$ cat src/hdl/cmf_pkg.sv
// Shared constants of the CAN message buffer and acceptance filter block.
package cmf_pkg;

    // Slot geometry: thirteen bytes per receive slot and per transmit buffer.
    localparam int CMF_SLOT_BYTES = 13;
    localparam int CMF_SLOT_BITS = 8 * CMF_SLOT_BYTES;
    localparam int CMF_NUM_TX = 3;

    // Register byte offsets on the APB bus.
    localparam logic [7:0] CMF_RX_FLAG_OFS = 8'h00;
    localparam logic [7:0] CMF_CTRL_OFS = 8'h04;
    localparam logic [7:0] CMF_TX_FLAG_OFS = 8'h08;
    localparam logic [7:0] CMF_TX_CTRL_OFS = 8'h0C;
    localparam logic [7:0] CMF_PATTERN_OFS = 8'h10;
    localparam logic [7:0] CMF_MASK_OFS = 8'h14;
    localparam logic [2:0] CMF_RX_SLOT_PAGE = 3'h1;
    localparam logic [2:0] CMF_TX_BUF_PAGE = 3'h2;
    localparam logic [2:0] CMF_PRIORITY_WORD = 3'h4;

    // Field positions of the receive flag register.
    localparam int CMF_RX_FULL_BIT = 0;
    localparam int CMF_OVR_BIT = 1;
    localparam int CMF_HIT_LSB = 4;

    // Field positions of the control register.
    localparam int CMF_LOOPBACK_BIT = 0;
    localparam int CMF_MODE_LSB = 1;
    localparam int CMF_RXIE_BIT = 3;
    localparam int CMF_OVRIE_BIT = 4;

    // Field positions of the transmit flag and transmit control registers.
    localparam int CMF_TX_EMPTY_LSB = 0;
    localparam int CMF_ABORT_ACK_LSB = 4;
    localparam int CMF_ABORT_REQ_LSB = 0;
    localparam int CMF_TXIE_LSB = 4;

    // Filter mode encodings.
    localparam logic [1:0] CMF_MODE_SINGLE = 2'h0;
    localparam logic [1:0] CMF_MODE_DUAL = 2'h1;
    localparam logic [1:0] CMF_MODE_QUAD = 2'h2;
    localparam logic [1:0] CMF_MODE_CLOSED = 2'h3;

    // Reset values.
    localparam logic [1:0] CMF_MODE_RST = CMF_MODE_CLOSED;
    localparam logic [2:0] CMF_TX_EMPTY_RST = 3'h7;
    localparam logic [31:0] CMF_FILTER_RST = 32'h0000_0000;

endpackage

$ cat src/hdl/cmf_msg_buffer_filter.sv
`timescale 1ns/10ps
module cmf_msg_buffer_filter
    import cmf_pkg::*;
#(
    parameter int NUM_TX = CMF_NUM_TX
) (
    // Clock and reset.
    input wire logic pclk,
    input wire logic presetn,
    // APB slave.
    input wire logic psel,
    input wire logic penable,
    input wire logic pwrite,
    input wire logic [7:0] paddr,
    input wire logic [31:0] pwdata,
    output logic [31:0] prdata,
    output logic pready,
    output logic pslverr,
    // CAN transceiver pins.
    input wire logic bus_rx_pin,
    output logic bus_tx_pin,
    // Bit level to and from the protocol engine.
    input wire logic eng_tx_dominant,
    output logic rx_bit_dominant,
    output logic loopback_mode,
    // Received byte stream from the protocol engine.
    input wire logic eng_rx_sof,
    input wire logic eng_rx_byte_valid,
    input wire logic [3:0] eng_rx_byte_idx,
    input wire logic [7:0] eng_rx_byte,
    input wire logic eng_rx_eof,
    input wire logic eng_rx_ok,
    // Transmit scheduling with the protocol engine.
    input wire logic eng_arb_req,
    input wire logic eng_arb_lost,
    input wire logic eng_tx_err,
    input wire logic eng_tx_done,
    input wire logic [3:0] eng_tx_byte_idx,
    output logic tx_pending,
    output logic [1:0] tx_buf_sel,
    output logic [7:0] tx_byte,
    // Interrupt levels.
    output logic rx_irq,
    output logic tx_irq,
    output logic err_irq
);

    // True when every unmasked, relevant bit of id equals the pattern bit.
    function automatic logic match8(input logic [7:0] id, input logic [7:0] pat,
                                    input logic [7:0] msk, input logic [7:0] care);
        match8 = (((id ^ pat) & ~msk & care) == 8'h00);
    endfunction

    // Receive storage: background slot for the controller, foreground for the host.
    logic [CMF_SLOT_BITS-1:0] bg_slot; // Frame being received.
    logic [CMF_SLOT_BITS-1:0] foreground_rx_slot; // Frame visible to the host.
    logic rx_full_flag; // Foreground holds an accepted frame.
    logic bg_pending; // Background holds an accepted frame awaiting copy.
    logic [1:0] bg_hit; // Hit index of the pending background frame.
    logic [1:0] filter_hit_index; // Hit index of the foreground frame.
    logic overrun_flag; // An accepted frame was lost.
    logic own_frame; // The frame on the bus is our own transmission.

    // Configuration registers.
    logic [1:0] filter_mode; // Acceptance filter mode.
    logic rx_ie; // Receive interrupt enable.
    logic ovr_ie; // Overrun interrupt enable.
    logic [31:0] acceptance_pattern_regs; // Four pattern bytes.
    logic [31:0] acceptance_mask_regs; // Four mask bytes, one means don't care.

    // Transmit storage and flags.
    logic [CMF_SLOT_BITS-1:0] tx_buf [NUM_TX]; // Transmit buffers.
    logic [7:0] tx_priority_reg [NUM_TX]; // Local priority per buffer.
    logic [NUM_TX-1:0] tx_empty_flag; // Buffer free for the host.
    logic [NUM_TX-1:0] abort_request_bit; // Host wants the buffer back.
    logic [NUM_TX-1:0] abort_ack_flag; // Buffer was released by abort.
    logic [NUM_TX-1:0] tx_ie; // Transmit interrupt enables.

    // APB phase decode.
    wire bus_setup = psel & ~penable;
    wire bus_access = psel & penable & pready;
    wire bus_wr = bus_access & pwrite;
    wire [2:0] page = paddr[7:5];
    wire [2:0] word = paddr[4:2];
    wire [2:0] tx_page = page - CMF_TX_BUF_PAGE;
    wire is_rx_slot = (page == CMF_RX_SLOT_PAGE) && (word < 3'h4);
    wire is_tx_buf = (page >= CMF_TX_BUF_PAGE) && (tx_page < 3'(NUM_TX)) &&
                     (word <= CMF_PRIORITY_WORD);
    wire [1:0] tx_idx = tx_page[1:0];
    wire wr_rxflag = bus_wr && (paddr == CMF_RX_FLAG_OFS);
    wire wr_ctrl = bus_wr && (paddr == CMF_CTRL_OFS);
    wire wr_txflag = bus_wr && (paddr == CMF_TX_FLAG_OFS);
    wire wr_txctrl = bus_wr && (paddr == CMF_TX_CTRL_OFS);
    wire wr_pattern = bus_wr && (paddr == CMF_PATTERN_OFS);
    wire wr_mask = bus_wr && (paddr == CMF_MASK_OFS);
    wire wr_txbuf = bus_wr && is_tx_buf;

    // Read data mux, evaluated in the setup cycle and registered for access.
    logic [31:0] rd_word;
    logic rd_hit;
    // Slots padded to four whole words so the word-wide read path stays in range.
    wire [127:0] fg_words = {24'h00_0000, foreground_rx_slot};
    wire [127:0] tx_words = {24'h00_0000, tx_buf[tx_idx]};
    always_comb begin
        rd_word = 32'h0000_0000;
        rd_hit = 1'b1;
        if (paddr == CMF_RX_FLAG_OFS) begin
            rd_word[CMF_RX_FULL_BIT] = rx_full_flag;
            rd_word[CMF_OVR_BIT] = overrun_flag;
            rd_word[CMF_HIT_LSB +: 2] = filter_hit_index;
        end else if (paddr == CMF_CTRL_OFS) begin
            rd_word[CMF_LOOPBACK_BIT] = loopback_mode;
            rd_word[CMF_MODE_LSB +: 2] = filter_mode;
            rd_word[CMF_RXIE_BIT] = rx_ie;
            rd_word[CMF_OVRIE_BIT] = ovr_ie;
        end else if (paddr == CMF_TX_FLAG_OFS) begin
            rd_word[CMF_TX_EMPTY_LSB +: NUM_TX] = tx_empty_flag;
            rd_word[CMF_ABORT_ACK_LSB +: NUM_TX] = abort_ack_flag;
        end else if (paddr == CMF_TX_CTRL_OFS) begin
            rd_word[CMF_ABORT_REQ_LSB +: NUM_TX] = abort_request_bit;
            rd_word[CMF_TXIE_LSB +: NUM_TX] = tx_ie;
        end else if (paddr == CMF_PATTERN_OFS) begin
            rd_word = acceptance_pattern_regs;
        end else if (paddr == CMF_MASK_OFS) begin
            rd_word = acceptance_mask_regs;
        end else if (is_rx_slot) begin
            rd_word = fg_words[32*word +: 32];
        end else if (is_tx_buf && word == CMF_PRIORITY_WORD) begin
            rd_word[7:0] = tx_priority_reg[tx_idx];
        end else if (is_tx_buf) begin
            rd_word = tx_words[32*word +: 32];
        end else begin
            rd_hit = 1'b0;
        end
    end

    // APB answer: one access cycle, unmapped addresses give an error.
    always_ff @(posedge pclk or negedge presetn) begin
        if (!presetn) begin
            pready <= 1'b0;
            pslverr <= 1'b0;
            prdata <= 32'h0000_0000;
        end else begin
            pready <= bus_setup;
            pslverr <= bus_setup & ~rd_hit;
            prdata <= (bus_setup && !pwrite) ? rd_word : 32'h0000_0000;
        end
    end

    // Configuration registers written by software.
    always_ff @(posedge pclk or negedge presetn) begin
        if (!presetn) begin
            loopback_mode <= 1'b0;
            filter_mode <= CMF_MODE_RST;
            rx_ie <= 1'b0;
            ovr_ie <= 1'b0;
            tx_ie <= '0;
            acceptance_pattern_regs <= CMF_FILTER_RST;
            acceptance_mask_regs <= CMF_FILTER_RST;
        end else begin
            if (wr_ctrl) begin
                loopback_mode <= pwdata[CMF_LOOPBACK_BIT];
                filter_mode <= pwdata[CMF_MODE_LSB +: 2];
                rx_ie <= pwdata[CMF_RXIE_BIT];
                ovr_ie <= pwdata[CMF_OVRIE_BIT];
            end
            if (wr_txctrl) begin
                tx_ie <= pwdata[CMF_TXIE_LSB +: NUM_TX];
            end
            if (wr_pattern) begin
                acceptance_pattern_regs <= pwdata;
            end
            if (wr_mask) begin
                acceptance_mask_regs <= pwdata;
            end
        end
    end

    // Identifier bytes of the background frame and the filter bank.
    wire [7:0] idr0 = bg_slot[7:0];
    wire [7:0] idr1 = bg_slot[15:8];
    wire [7:0] idr2 = bg_slot[23:16];
    wire [7:0] idr3 = bg_slot[31:24];
    wire ext_frame = idr1[3];
    wire [7:0] care1 = ext_frame ? 8'hFF : 8'hF8;
    wire [7:0] care_ext = ext_frame ? 8'hFF : 8'h00;
    wire [7:0] pb [4];
    wire [7:0] mb [4];
    for (genvar k = 0; k < 4; k++) begin : g_bytes
        assign pb[k] = acceptance_pattern_regs[8*k +: 8];
        assign mb[k] = acceptance_mask_regs[8*k +: 8];
    end
    wire single_hit = match8(idr0, pb[0], mb[0], 8'hFF) &&
                      match8(idr1, pb[1], mb[1], care1) &&
                      match8(idr2, pb[2], mb[2], care_ext) &&
                      match8(idr3, pb[3], mb[3], care_ext);
    wire dual0 = match8(idr0, pb[0], mb[0], 8'hFF) &&
                 match8(idr1, pb[1], mb[1], care1);
    wire dual1 = match8(idr0, pb[2], mb[2], 8'hFF) &&
                 match8(idr1, pb[3], mb[3], care1);
    wire [3:0] quad_hits = {match8(idr0, pb[3], mb[3], 8'hFF),
                            match8(idr0, pb[2], mb[2], 8'hFF),
                            match8(idr0, pb[1], mb[1], 8'hFF),
                            match8(idr0, pb[0], mb[0], 8'hFF)};
    wire [3:0] hits = (filter_mode == CMF_MODE_SINGLE) ? {3'h0, single_hit} :
                      (filter_mode == CMF_MODE_DUAL) ? {2'h0, dual1, dual0} :
                      (filter_mode == CMF_MODE_QUAD) ? quad_hits : 4'h0;
    wire [1:0] hit_enc = hits[0] ? 2'h0 : hits[1] ? 2'h1 :
                         hits[2] ? 2'h2 : 2'h3;

    // A completed frame is accepted only if good, matching and not our own echo unless loop-back is on.
    wire frame_accept = eng_rx_eof && eng_rx_ok && (|hits) &&
                        (!own_frame || loopback_mode);
    wire move_to_fg = bg_pending && !rx_full_flag;
    wire clr_rxf = wr_rxflag && pwdata[CMF_RX_FULL_BIT];
    wire clr_ovr = wr_rxflag && pwdata[CMF_OVR_BIT];

    // Background slot capture; frozen while an accepted frame waits in it.
    always_ff @(posedge pclk or negedge presetn) begin
        if (!presetn) begin
            bg_slot <= '0;
        end else if (eng_rx_byte_valid && !bg_pending &&
                     eng_rx_byte_idx < 4'(CMF_SLOT_BYTES)) begin
            bg_slot[8*eng_rx_byte_idx +: 8] <= eng_rx_byte;
        end
    end

    // Own-frame tracking: cleared when arbitration is lost.
    always_ff @(posedge pclk or negedge presetn) begin
        if (!presetn) begin
            own_frame <= 1'b0;
        end else if (eng_arb_lost) begin
            own_frame <= 1'b0;
        end else if (eng_rx_sof) begin
            own_frame <= tx_pending;
        end
    end

    // Ping-pong control between background and foreground slots.
    always_ff @(posedge pclk or negedge presetn) begin
        if (!presetn) begin
            bg_pending <= 1'b0;
            bg_hit <= 2'h0;
            rx_full_flag <= 1'b0;
            filter_hit_index <= 2'h0;
            foreground_rx_slot <= '0;
            overrun_flag <= 1'b0;
        end else begin
            // Accepted frame is parked, or dropped as overrun when both slots hold one.
            if (frame_accept && !bg_pending) begin
                bg_pending <= 1'b1;
                bg_hit <= hit_enc;
            end else if (move_to_fg) begin
                bg_pending <= 1'b0;
            end
            // Copy to the foreground only while it is free.
            if (move_to_fg) begin
                foreground_rx_slot <= bg_slot;
                filter_hit_index <= bg_hit;
                rx_full_flag <= 1'b1;
            end else if (clr_rxf) begin
                rx_full_flag <= 1'b0;
            end
            // Overrun: set wins over a simultaneous clear.
            if (frame_accept && bg_pending && rx_full_flag) begin
                overrun_flag <= 1'b1;
            end else if (clr_ovr) begin
                overrun_flag <= 1'b0;
            end
        end
    end

    // Candidate buffers and local-priority selection, ties to the lower index.
    wire [NUM_TX-1:0] tx_ready = ~tx_empty_flag & ~abort_request_bit;
    logic [1:0] best_buf;
    logic any_ready;
    always_comb begin
        best_buf = 2'h0;
        any_ready = 1'b0;
        for (int b = 0; b < NUM_TX; b++) begin
            if (tx_ready[b] && (!any_ready || tx_priority_reg[b] < tx_priority_reg[best_buf])) begin
                best_buf = 2'(b);
                any_ready = 1'b1;
            end
        end
    end

    // Transmit scheduling: reselect on every arbitration entry, retries included.
    always_ff @(posedge pclk or negedge presetn) begin
        if (!presetn) begin
            tx_pending <= 1'b0;
            tx_buf_sel <= 2'h0;
        end else if (eng_arb_req) begin
            tx_pending <= any_ready;
            tx_buf_sel <= best_buf;
        end else if (eng_tx_done || eng_arb_lost || eng_tx_err) begin
            tx_pending <= 1'b0;
        end
    end

    // Per-buffer storage, flags and abort handling.
    for (genvar b = 0; b < NUM_TX; b++) begin : g_tx
        wire on_bus = tx_pending && (tx_buf_sel == 2'(b));
        wire sent = eng_tx_done && on_bus;
        wire abort_grant = abort_request_bit[b] && !tx_empty_flag[b] && !on_bus;
        wire host_sched = wr_txflag && pwdata[CMF_TX_EMPTY_LSB + b] && !on_bus;
        wire host_abort = wr_txctrl && pwdata[CMF_ABORT_REQ_LSB + b];
        wire buf_wr = wr_txbuf && (tx_idx == 2'(b));

        // Buffer contents and local priority written by software.
        always_ff @(posedge pclk or negedge presetn) begin
            if (!presetn) begin
                tx_buf[b] <= '0;
                tx_priority_reg[b] <= 8'h00;
            end else if (buf_wr && word == CMF_PRIORITY_WORD) begin
                tx_priority_reg[b] <= pwdata[7:0];
            end else if (buf_wr && word == 3'h3) begin
                tx_buf[b][CMF_SLOT_BITS-1 -: 8] <= pwdata[7:0];
            end else if (buf_wr) begin
                tx_buf[b][32*word +: 32] <= pwdata;
            end
        end

        // Empty, abort request and acknowledge flags; a send or abort grant wins over host writes.
        always_ff @(posedge pclk or negedge presetn) begin
            if (!presetn) begin
                tx_empty_flag[b] <= CMF_TX_EMPTY_RST[b];
                abort_request_bit[b] <= 1'b0;
                abort_ack_flag[b] <= 1'b0;
            end else begin
                if (sent || abort_grant) begin
                    tx_empty_flag[b] <= 1'b1;
                    abort_request_bit[b] <= 1'b0;
                    abort_ack_flag[b] <= abort_grant;
                end else begin
                    if (host_sched) begin
                        tx_empty_flag[b] <= 1'b0;
                        abort_ack_flag[b] <= 1'b0;
                    end
                    if (host_abort && !tx_empty_flag[b]) begin
                        abort_request_bit[b] <= 1'b1;
                    end
                end
            end
        end
    end

    // Byte fetch for the engine, pins and interrupt levels.
    always_ff @(posedge pclk or negedge presetn) begin
        if (!presetn) begin
            tx_byte <= 8'h00;
            bus_tx_pin <= 1'b1;
            rx_bit_dominant <= 1'b0;
            rx_irq <= 1'b0;
            tx_irq <= 1'b0;
            err_irq <= 1'b0;
        end else begin
            tx_byte <= (eng_tx_byte_idx < 4'(CMF_SLOT_BYTES)) ?
                       tx_buf[tx_buf_sel][8*eng_tx_byte_idx +: 8] : 8'h00;
            bus_tx_pin <= ~eng_tx_dominant;
            rx_bit_dominant <= ~bus_rx_pin;
            rx_irq <= rx_full_flag & rx_ie;
            tx_irq <= |(tx_empty_flag & tx_ie);
            err_irq <= overrun_flag & ovr_ie;
        end
    end
endmodule

$ cat config.mk
export PLATFORM = sky130hd
export DESIGN_NAME = cmf_msg_buffer_filter
export DESIGN_NICKNAME = d
export VERILOG_FILES = /design/src/hdl/cmf_pkg.sv /design/src/hdl/cmf_msg_buffer_filter.sv
export SDC_FILE = /design/constraint.sdc
export NUM_CORES = 1
export LEC_CHECK = 0
export BUFFER_PORTS_ARGS = -buffer_cell sky130_fd_sc_hd__buf_2
export CAP_MARGIN = 5
export CORE_MARGIN = 4
export CORE_UTILIZATION = 38
export CTS_CLUSTER_DIAMETER = 30
export DETAILED_ROUTE_END_ITERATION = 12
export PLACE_DENSITY_LB_ADDON = 0.25
export REMOVE_ABC_BUFFERS = 1
export SYNTH_ARGS = -nofsm -noshare
export SYNTH_HDL_FRONTEND = slang
export SYNTH_SLANG_ARGS = --single-unit
$ cat constraint.sdc
create_clock -name pclk -period 3.93 [get_ports pclk]
set_clock_uncertainty 0.2 [all_clocks]
set_input_delay 0 -clock pclk [delete_from_list [all_inputs] [get_ports pclk]]
set_output_delay 0 -clock pclk [all_outputs]
set_load 0.1 [all_outputs]
==> Word-level counts from Yosys, hierarchy flattened <==
Cells that the tools add are included.
{ "classes": {"n_addsub": 3, "order_cmp": 11, "n_eq_ne": 14, "shift": 7, "muxes": 99, "n_bitwise": 48, "reduce_logical": 116} }
{ "op_table": {"columns": ["operator", "count"], "rows": [
  ["2-to-1 mux 104 bit", 7],
  ["binary-select mux 104 bit (select 2 bit)", 2],
  ["bitwise mux 104 bit", 4],
  ["2-to-1 mux 32 bit", 13],
  ["variable part select 128 x 9 -> 32 bit", 2],
  ["variable shift 32 x 34 -> 104 bit, first input constant", 1],
  ["variable shift 8 x 34 -> 104 bit, first input constant", 1],
  ["variable part select 104 x 8 -> 8 bit", 1],
  ["variable part select 32 x 34 -> 104 bit", 1],
  ["variable part select 8 x 34 -> 104 bit", 1],
  ["bitwise AND 8 bit", 12],
  ["2-to-1 mux 8 bit", 10],
  ["zero test 8 bit", 9],
  ["bitwise XOR 8 bit", 8],
  ["logical AND 1 bit", 62],
  ["2-to-1 mux 25 bit", 2],
  ["2-to-1 mux 1 bit", 41],
  ["negator 7 -> 34 bit", 1],
  ["negator 8 -> 34 bit", 1],
  ["binary-select mux 8 bit (select 2 bit)", 2],
  ["NOT 8 bit", 4],
  ["nonzero test 2 bit", 14],
  ["2-to-1 mux 27 bit", 1],
  ["2-to-1 mux 26 bit", 1],
  ["other kinds (33)", 97]
]} }
{ "word_totals": {"ff_bits": 683, "inputBits": 71, "out_inout_bits": 51, "elab_cells": 342} }

==> Logic depth before layout (Yosys ltp) <==
{ "logic_depth": {"word_depth": 24, "mapped_depth": 15, "depth_no_buf": 15} }

==> Worst setup path before layout <==
No wires, ideal clock.
{ "synth_timing": {"kind": "register -> register", "startpoint": "register tx_priority_reg[9] in the netlist's numbering", "endpoint": "register tx_buf_sel[0]", "setup_ns": 0.119, "arrival_time_ns": 2.777, "required_ns": 3.611, "setup_slack_ns": 0.834, "path_stages_with_launch": 13, "n_path_buf": 0, "period_less_slack_ns": 3.096, "path_cell_list": "dfrtp_1 ha_1 a21o_1 a211o_1 a221oi_2 o31ai_4 mux2i_1 ha_1 nor3_1 and3_1 o31a_1 a311oi_2 o21a_1"} }
{ "synth_via": {"elab_chain_cells": 12, "word_cells_on_any_way": 14, "cone_classes": "order compare: 2; mux: 6; bitwise: 1; reduce/logical: 5"} }
{ "synth_lines": {"columns": ["item", "line_no", "text"], "rows": [
  ["from (decl)", "cmf_msg_buffer_filter.sv:73", "logic [7:0] tx_priority_reg [NUM_TX];"],
  ["from (signal, indexed assignment)", "cmf_msg_buffer_filter.sv:316", "tx_priority_reg[b] <= pwdata[7:0];"],
  ["< comparator 8 bit", "cmf_msg_buffer_filter.sv:281", "if (tx_ready[b] && (!any_ready || tx_priority_reg[b] < tx_priority_reg[best_buf])) begin"],
  ["logical OR 1 bit", "cmf_msg_buffer_filter.sv:281", null],
  ["logical AND 1 bit", "cmf_msg_buffer_filter.sv:281", null],
  ["2-to-1 mux 1 bit", "cmf_msg_buffer_filter.sv:281", null],
  ["NOT 2 -> 3 bit (not written as such)", "cmf_msg_buffer_filter.sv:281", null],
  ["binary-select mux 8 bit (select 2 bit)", "cmf_msg_buffer_filter.sv:281", null],
  ["2-to-1 mux 8 bit (not written as such) (2 in a row)", "cmf_msg_buffer_filter.sv:281", null],
  ["< comparator 8 bit", "cmf_msg_buffer_filter.sv:281", null],
  ["logical OR 1 bit", "cmf_msg_buffer_filter.sv:281", null],
  ["logical AND 1 bit", "cmf_msg_buffer_filter.sv:281", null],
  ["2-to-1 mux 2 bit *", "cmf_msg_buffer_filter.sv:281", null],
  ["to (signal assigned)", "cmf_msg_buffer_filter.sv:295", "tx_buf_sel <= best_buf;"],
  ["to (decl)", "cmf_msg_buffer_filter.sv:40", "output logic [1:0] tx_buf_sel,"]
]} }
Mark *: on every way between the ends. The rest lies on a longest branch, timed or not. The select of a mux whose other input is x is not followed.
A chain may end at the register's enable or synchronous reset.

==> Final worst setup path <==
{ "layout_timing": {"startpoint": "register tx_buf_sel[0]", "endpoint": "register tx_byte[0]"} }
{ "layout_via": {"elab_chain_cells": 6} }
{ "layout_lines": {"columns": ["item", "line_no", "text"], "rows": [
  ["NOT 2 -> 3 bit (not written as such)", "cmf_msg_buffer_filter.sv:359", "tx_buf[tx_buf_sel][8*eng_tx_byte_idx +: 8] : 8'h00;"],
  ["binary-select mux 104 bit (select 2 bit)", "cmf_msg_buffer_filter.sv:359", null],
  ["2-to-1 mux 104 bit (not written as such) (2 in a row)", "cmf_msg_buffer_filter.sv:359", null],
  ["variable part select 104 x 8 -> 8 bit", "cmf_msg_buffer_filter.sv:359", null],
  ["2-to-1 mux 8 bit", "cmf_msg_buffer_filter.sv:358", "tx_byte <= (eng_tx_byte_idx < 4'(CMF_SLOT_BYTES)) ?"],
  ["to (signal assigned)", "cmf_msg_buffer_filter.sv:358", null],
  ["to (decl)", "cmf_msg_buffer_filter.sv:41", "output logic [7:0] tx_byte,"]
]} }
No other way between the ends. The select of a mux whose other input is x is not followed.

==> summary.txt <==
total gr overflow = 0
vias per cell = 5.60
leakage = 19.3 nW
number of synthesized flops with an enable pin = 0
H-Tree Depth = 4
Max-Cap Viols = 0
wirelength, routed = 117000 µm
Largest regs = tx_buf x312, bg_slot x104, foreground_rx_slot x104
worst hold endpoint = tx_buf[261]
fill cell count = 8223
slowest library cell on the worst path = dfrtp_4
Reg2Reg Depth = 9
DP Worst Slack = 0.574 ns
Post-DRT Antenna Nets = 0
CP peak stage delay = 0.66 ns
Gate power share = 10.0%
Max Freq = 263 MHz
FF+latch count, synth = 683
Final Hold Fails = 0
post-synthesis sequential area ratio = 49.7%
initial core utilization = 38.3%
Syn-to-layout area delta = 26.2%
crit share post-route = 96.9%
Core Area = 89900 µm²
Post-CTS Setup Repair Bufs = 0
Power Total = 0.0238 W
CTS tree = built
worst r2r dst = tx_byte[0]
WP data arrival = 4.28 ns
R2R setup slack = 0.12 ns
clock latency on the worst-skew pair = 0.74 ns
max reg flops = 312
routability congestion estimate = 0.880
RSZ-0062 raised after global routing = no
CP startpoint kind = flip-flop
CTS root buf = clkbuf_16
fin crit period = 3.81 ns
worst min path class = in2reg
worst hold path startpoint = pwdata[21]
crit-path max FO = 58
dpl hpwl = 72800 µm
Synth Flop Type = dfrtp_1
hold_buf cts = 123
Crit. End Element = flip-flop
largest net degree at the start of global routing = 123
vias after detailed routing = 27.7k
die area = 95400 µm²
Area contributors post-synth = dfrtp_1 (49%), mux2_2 (9.2%), mux2i_1 (7.3%), nand2_1 (6.6%), o21ai_1 (4.4%)
layout cell share with drive strength beyond 1 = 21.8%
critical path, cell by cell = nor2b_4 -> buf_12 -> a21oi_1 -> mux4_2 -> o22ai_1 -> nand2_1 -> dlygate4sd3_1 -> o21ai_1 -> dlygate4sd3_1
Synth Instances = 3406
Clk pwr share = 59.3%
# IOs = 122
post_cts resized = 0
Internal Power = 0.0176 W
Sink Count = 683
Avg Inst Size Synth = 10.1 µm²
Max Slew Vio Count = 0
overall routing resource usage = 24.5%
cell area after synthesis = 34400 µm²
number of global-route vias before repair = 27.2k
area share of the largest cell type after synthesis = 49.3%
crit path from = tx_buf_sel[0]
part of the power in registers = 30.7%
Die H = 309 µm
DR iter-0 viols = 2556
crit-path leading delay family = buffers and inverters
crit path kind = reg2reg
nets = 3728
final worst slack = 0.121 ns
Max VDD drop = 414 µV
Final setup viols = 0
initial antenna violation count = 6
cts bufs inserted = 169
Worst R2R Start = tx_buf_sel[0]
multi-input logic area = 16000 µm²
Clock transition at path regs = 0.04 ns
register area = 17100 µm²
most used cell, CP = dlygate4sd3_1
Slew Limit Headroom = 40.8%
first-pass GRT wire length = 177000 µm
Wirelength per Cell = 23.6 µm
Synth area leader = dfrtp_1
PwrDens = 548 nW/µm²
row cnt = 110
status = completed
Port Buffers = 121
Worst Path Buf+Inv = 3
hold depth = 4
sw frac = 26.0%
die width = 309 µm
post-synth cell types = 67
Largest Register = tx_buf
DRC viols = 0
NetSw = 0.00618 W
Post-synth ARST share = 100%
synth warn = 0
Crit path required time = 4.40 ns
clock buffer depth = 3
slew of the pin with the lowest slew margin = 0.880 ns
first drt pass iteration count = 6
layout make-up:
| class | instances | area share [%] |
|---|---|---|
| clock buffers | 235 | 11.1 |
| diodes | 3 | 0.0173 |
| multi-input cells | 2420 | 36.9 |
| repair buffers | 313 | 6.38 |
| flip-flops and latches | 683 | 39.4 |
| well taps | 1176 | 3.39 |
| inverters | 41 | 0.354 |
| clock inverters | 73 | 2.40 |
power groups by stage:
| stage | registers [W] | logic, W | clock network [W] |
|---|---|---|---|
| after detailed placement | 0.00740 | 0.00224 | 0 |
| after global placement | 0.00740 | 0.00224 | 0 |
| after CTS | 0.00730 | 0.00236 | 0.0143 |
| after floorplan | 0.00774 | 0.000906 | 0 |
| after global routing | 0.00731 | 0.00248 | 0.0147 |
| final | 0.00730 | 0.00238 | 0.0141 |
worst max-delay path by stage:
stage / to / cells after the start / slack (ns)
after floorplan: tx_byte[1] / 6 / -5.65
after global placement: tx_buf_sel[0] / 14 / 0.56
after detailed placement: tx_buf_sel[0] / 12 / 0.57
after CTS: tx_byte[0] / 9 / 0.13
after global routing: tx_byte[0] / 9 / 0.05
final: tx_byte[0] / 9 / 0.12
metrics by stage:
stage	utilization (%)	TNS, ns	cells	area [µm²]	hold slack, ns
5_1_grt	48.3	0	4941	43400	0.0172
6_report	48.3	0	4944	43400	0.0345
2_1_floorplan	-	-282.81	3144	33200	-0.496
3_3_place_gp	40.4	0	4510	36300	-0.156
4_1_cts	48.3	0	4941	43400	0.00260
3_5_place_dp	40.4	0	4510	36300	-0.163
metal layers:
layer	wire length (µm)	track usage [%]	vias to the layer above
li1	-	-	12600
met1	51900	34.5	13800
met2	53000	38.0	1057
met3	8050	4.52	220
met4	3920	8.75	2
met5	13	0	-
kinds of logic after synthesis:
kind of cell,Yosys count,share of synthesized area [%]
XOR/XNOR,66,1.68
multiplexers,572,18.8
flip-flops,683,49.7
adder cells (fa/ha/maj),29,1.05
buffers and inverters,303,3.81
AO/OA/AOI/OAI,848,14.2
AND/OR/NAND/NOR,905,10.8
synth_stat cells (29+ instances only):
cell and count:
a21oi_1 128, buf_2 74, clkbuf_1 156, dfrtp_1 677, ha_1 29, inv_1 40
mux2_2 281, mux2i_1 252, mux4_2 31, nand2_1 609, nor2_1 166, nor3_1 39
o211ai_1 68, o21ai_0 193, o21ai_1 300, o22ai_1 65, xnor2_1 56
tightest hold or removal path, stage by stage:
cell and delay (ns):
dlygate4sd3_1 0.53, buf_2 0.20, nand2_1 0.13, o21ai_1 0.06
placed cells by master, fill, tap and decap left out, types with 24 or more instances in the layout:
cell type and count:
dfrtp_1 675, nand2_1 603, o21ai_1 300, mux2_2 281, mux2i_1 252, o21ai_0 193
clkbuf_16 169, nor2_1 164, a21oi_1 128, dlygate4sd3_1 122, buf_2 117, o211ai_1 68
o22ai_1 65, xnor2_1 56, buf_4 41, inv_1 40, nor3_1 39, clkbuf_8 35
mux4_2 31, clkbuf_1 31, buf_12 30, ha_1 29, clkinv_2 27, a221oi_1 24
a22o_1 24
No activity file was read; power rests on OpenSTA's default activity.
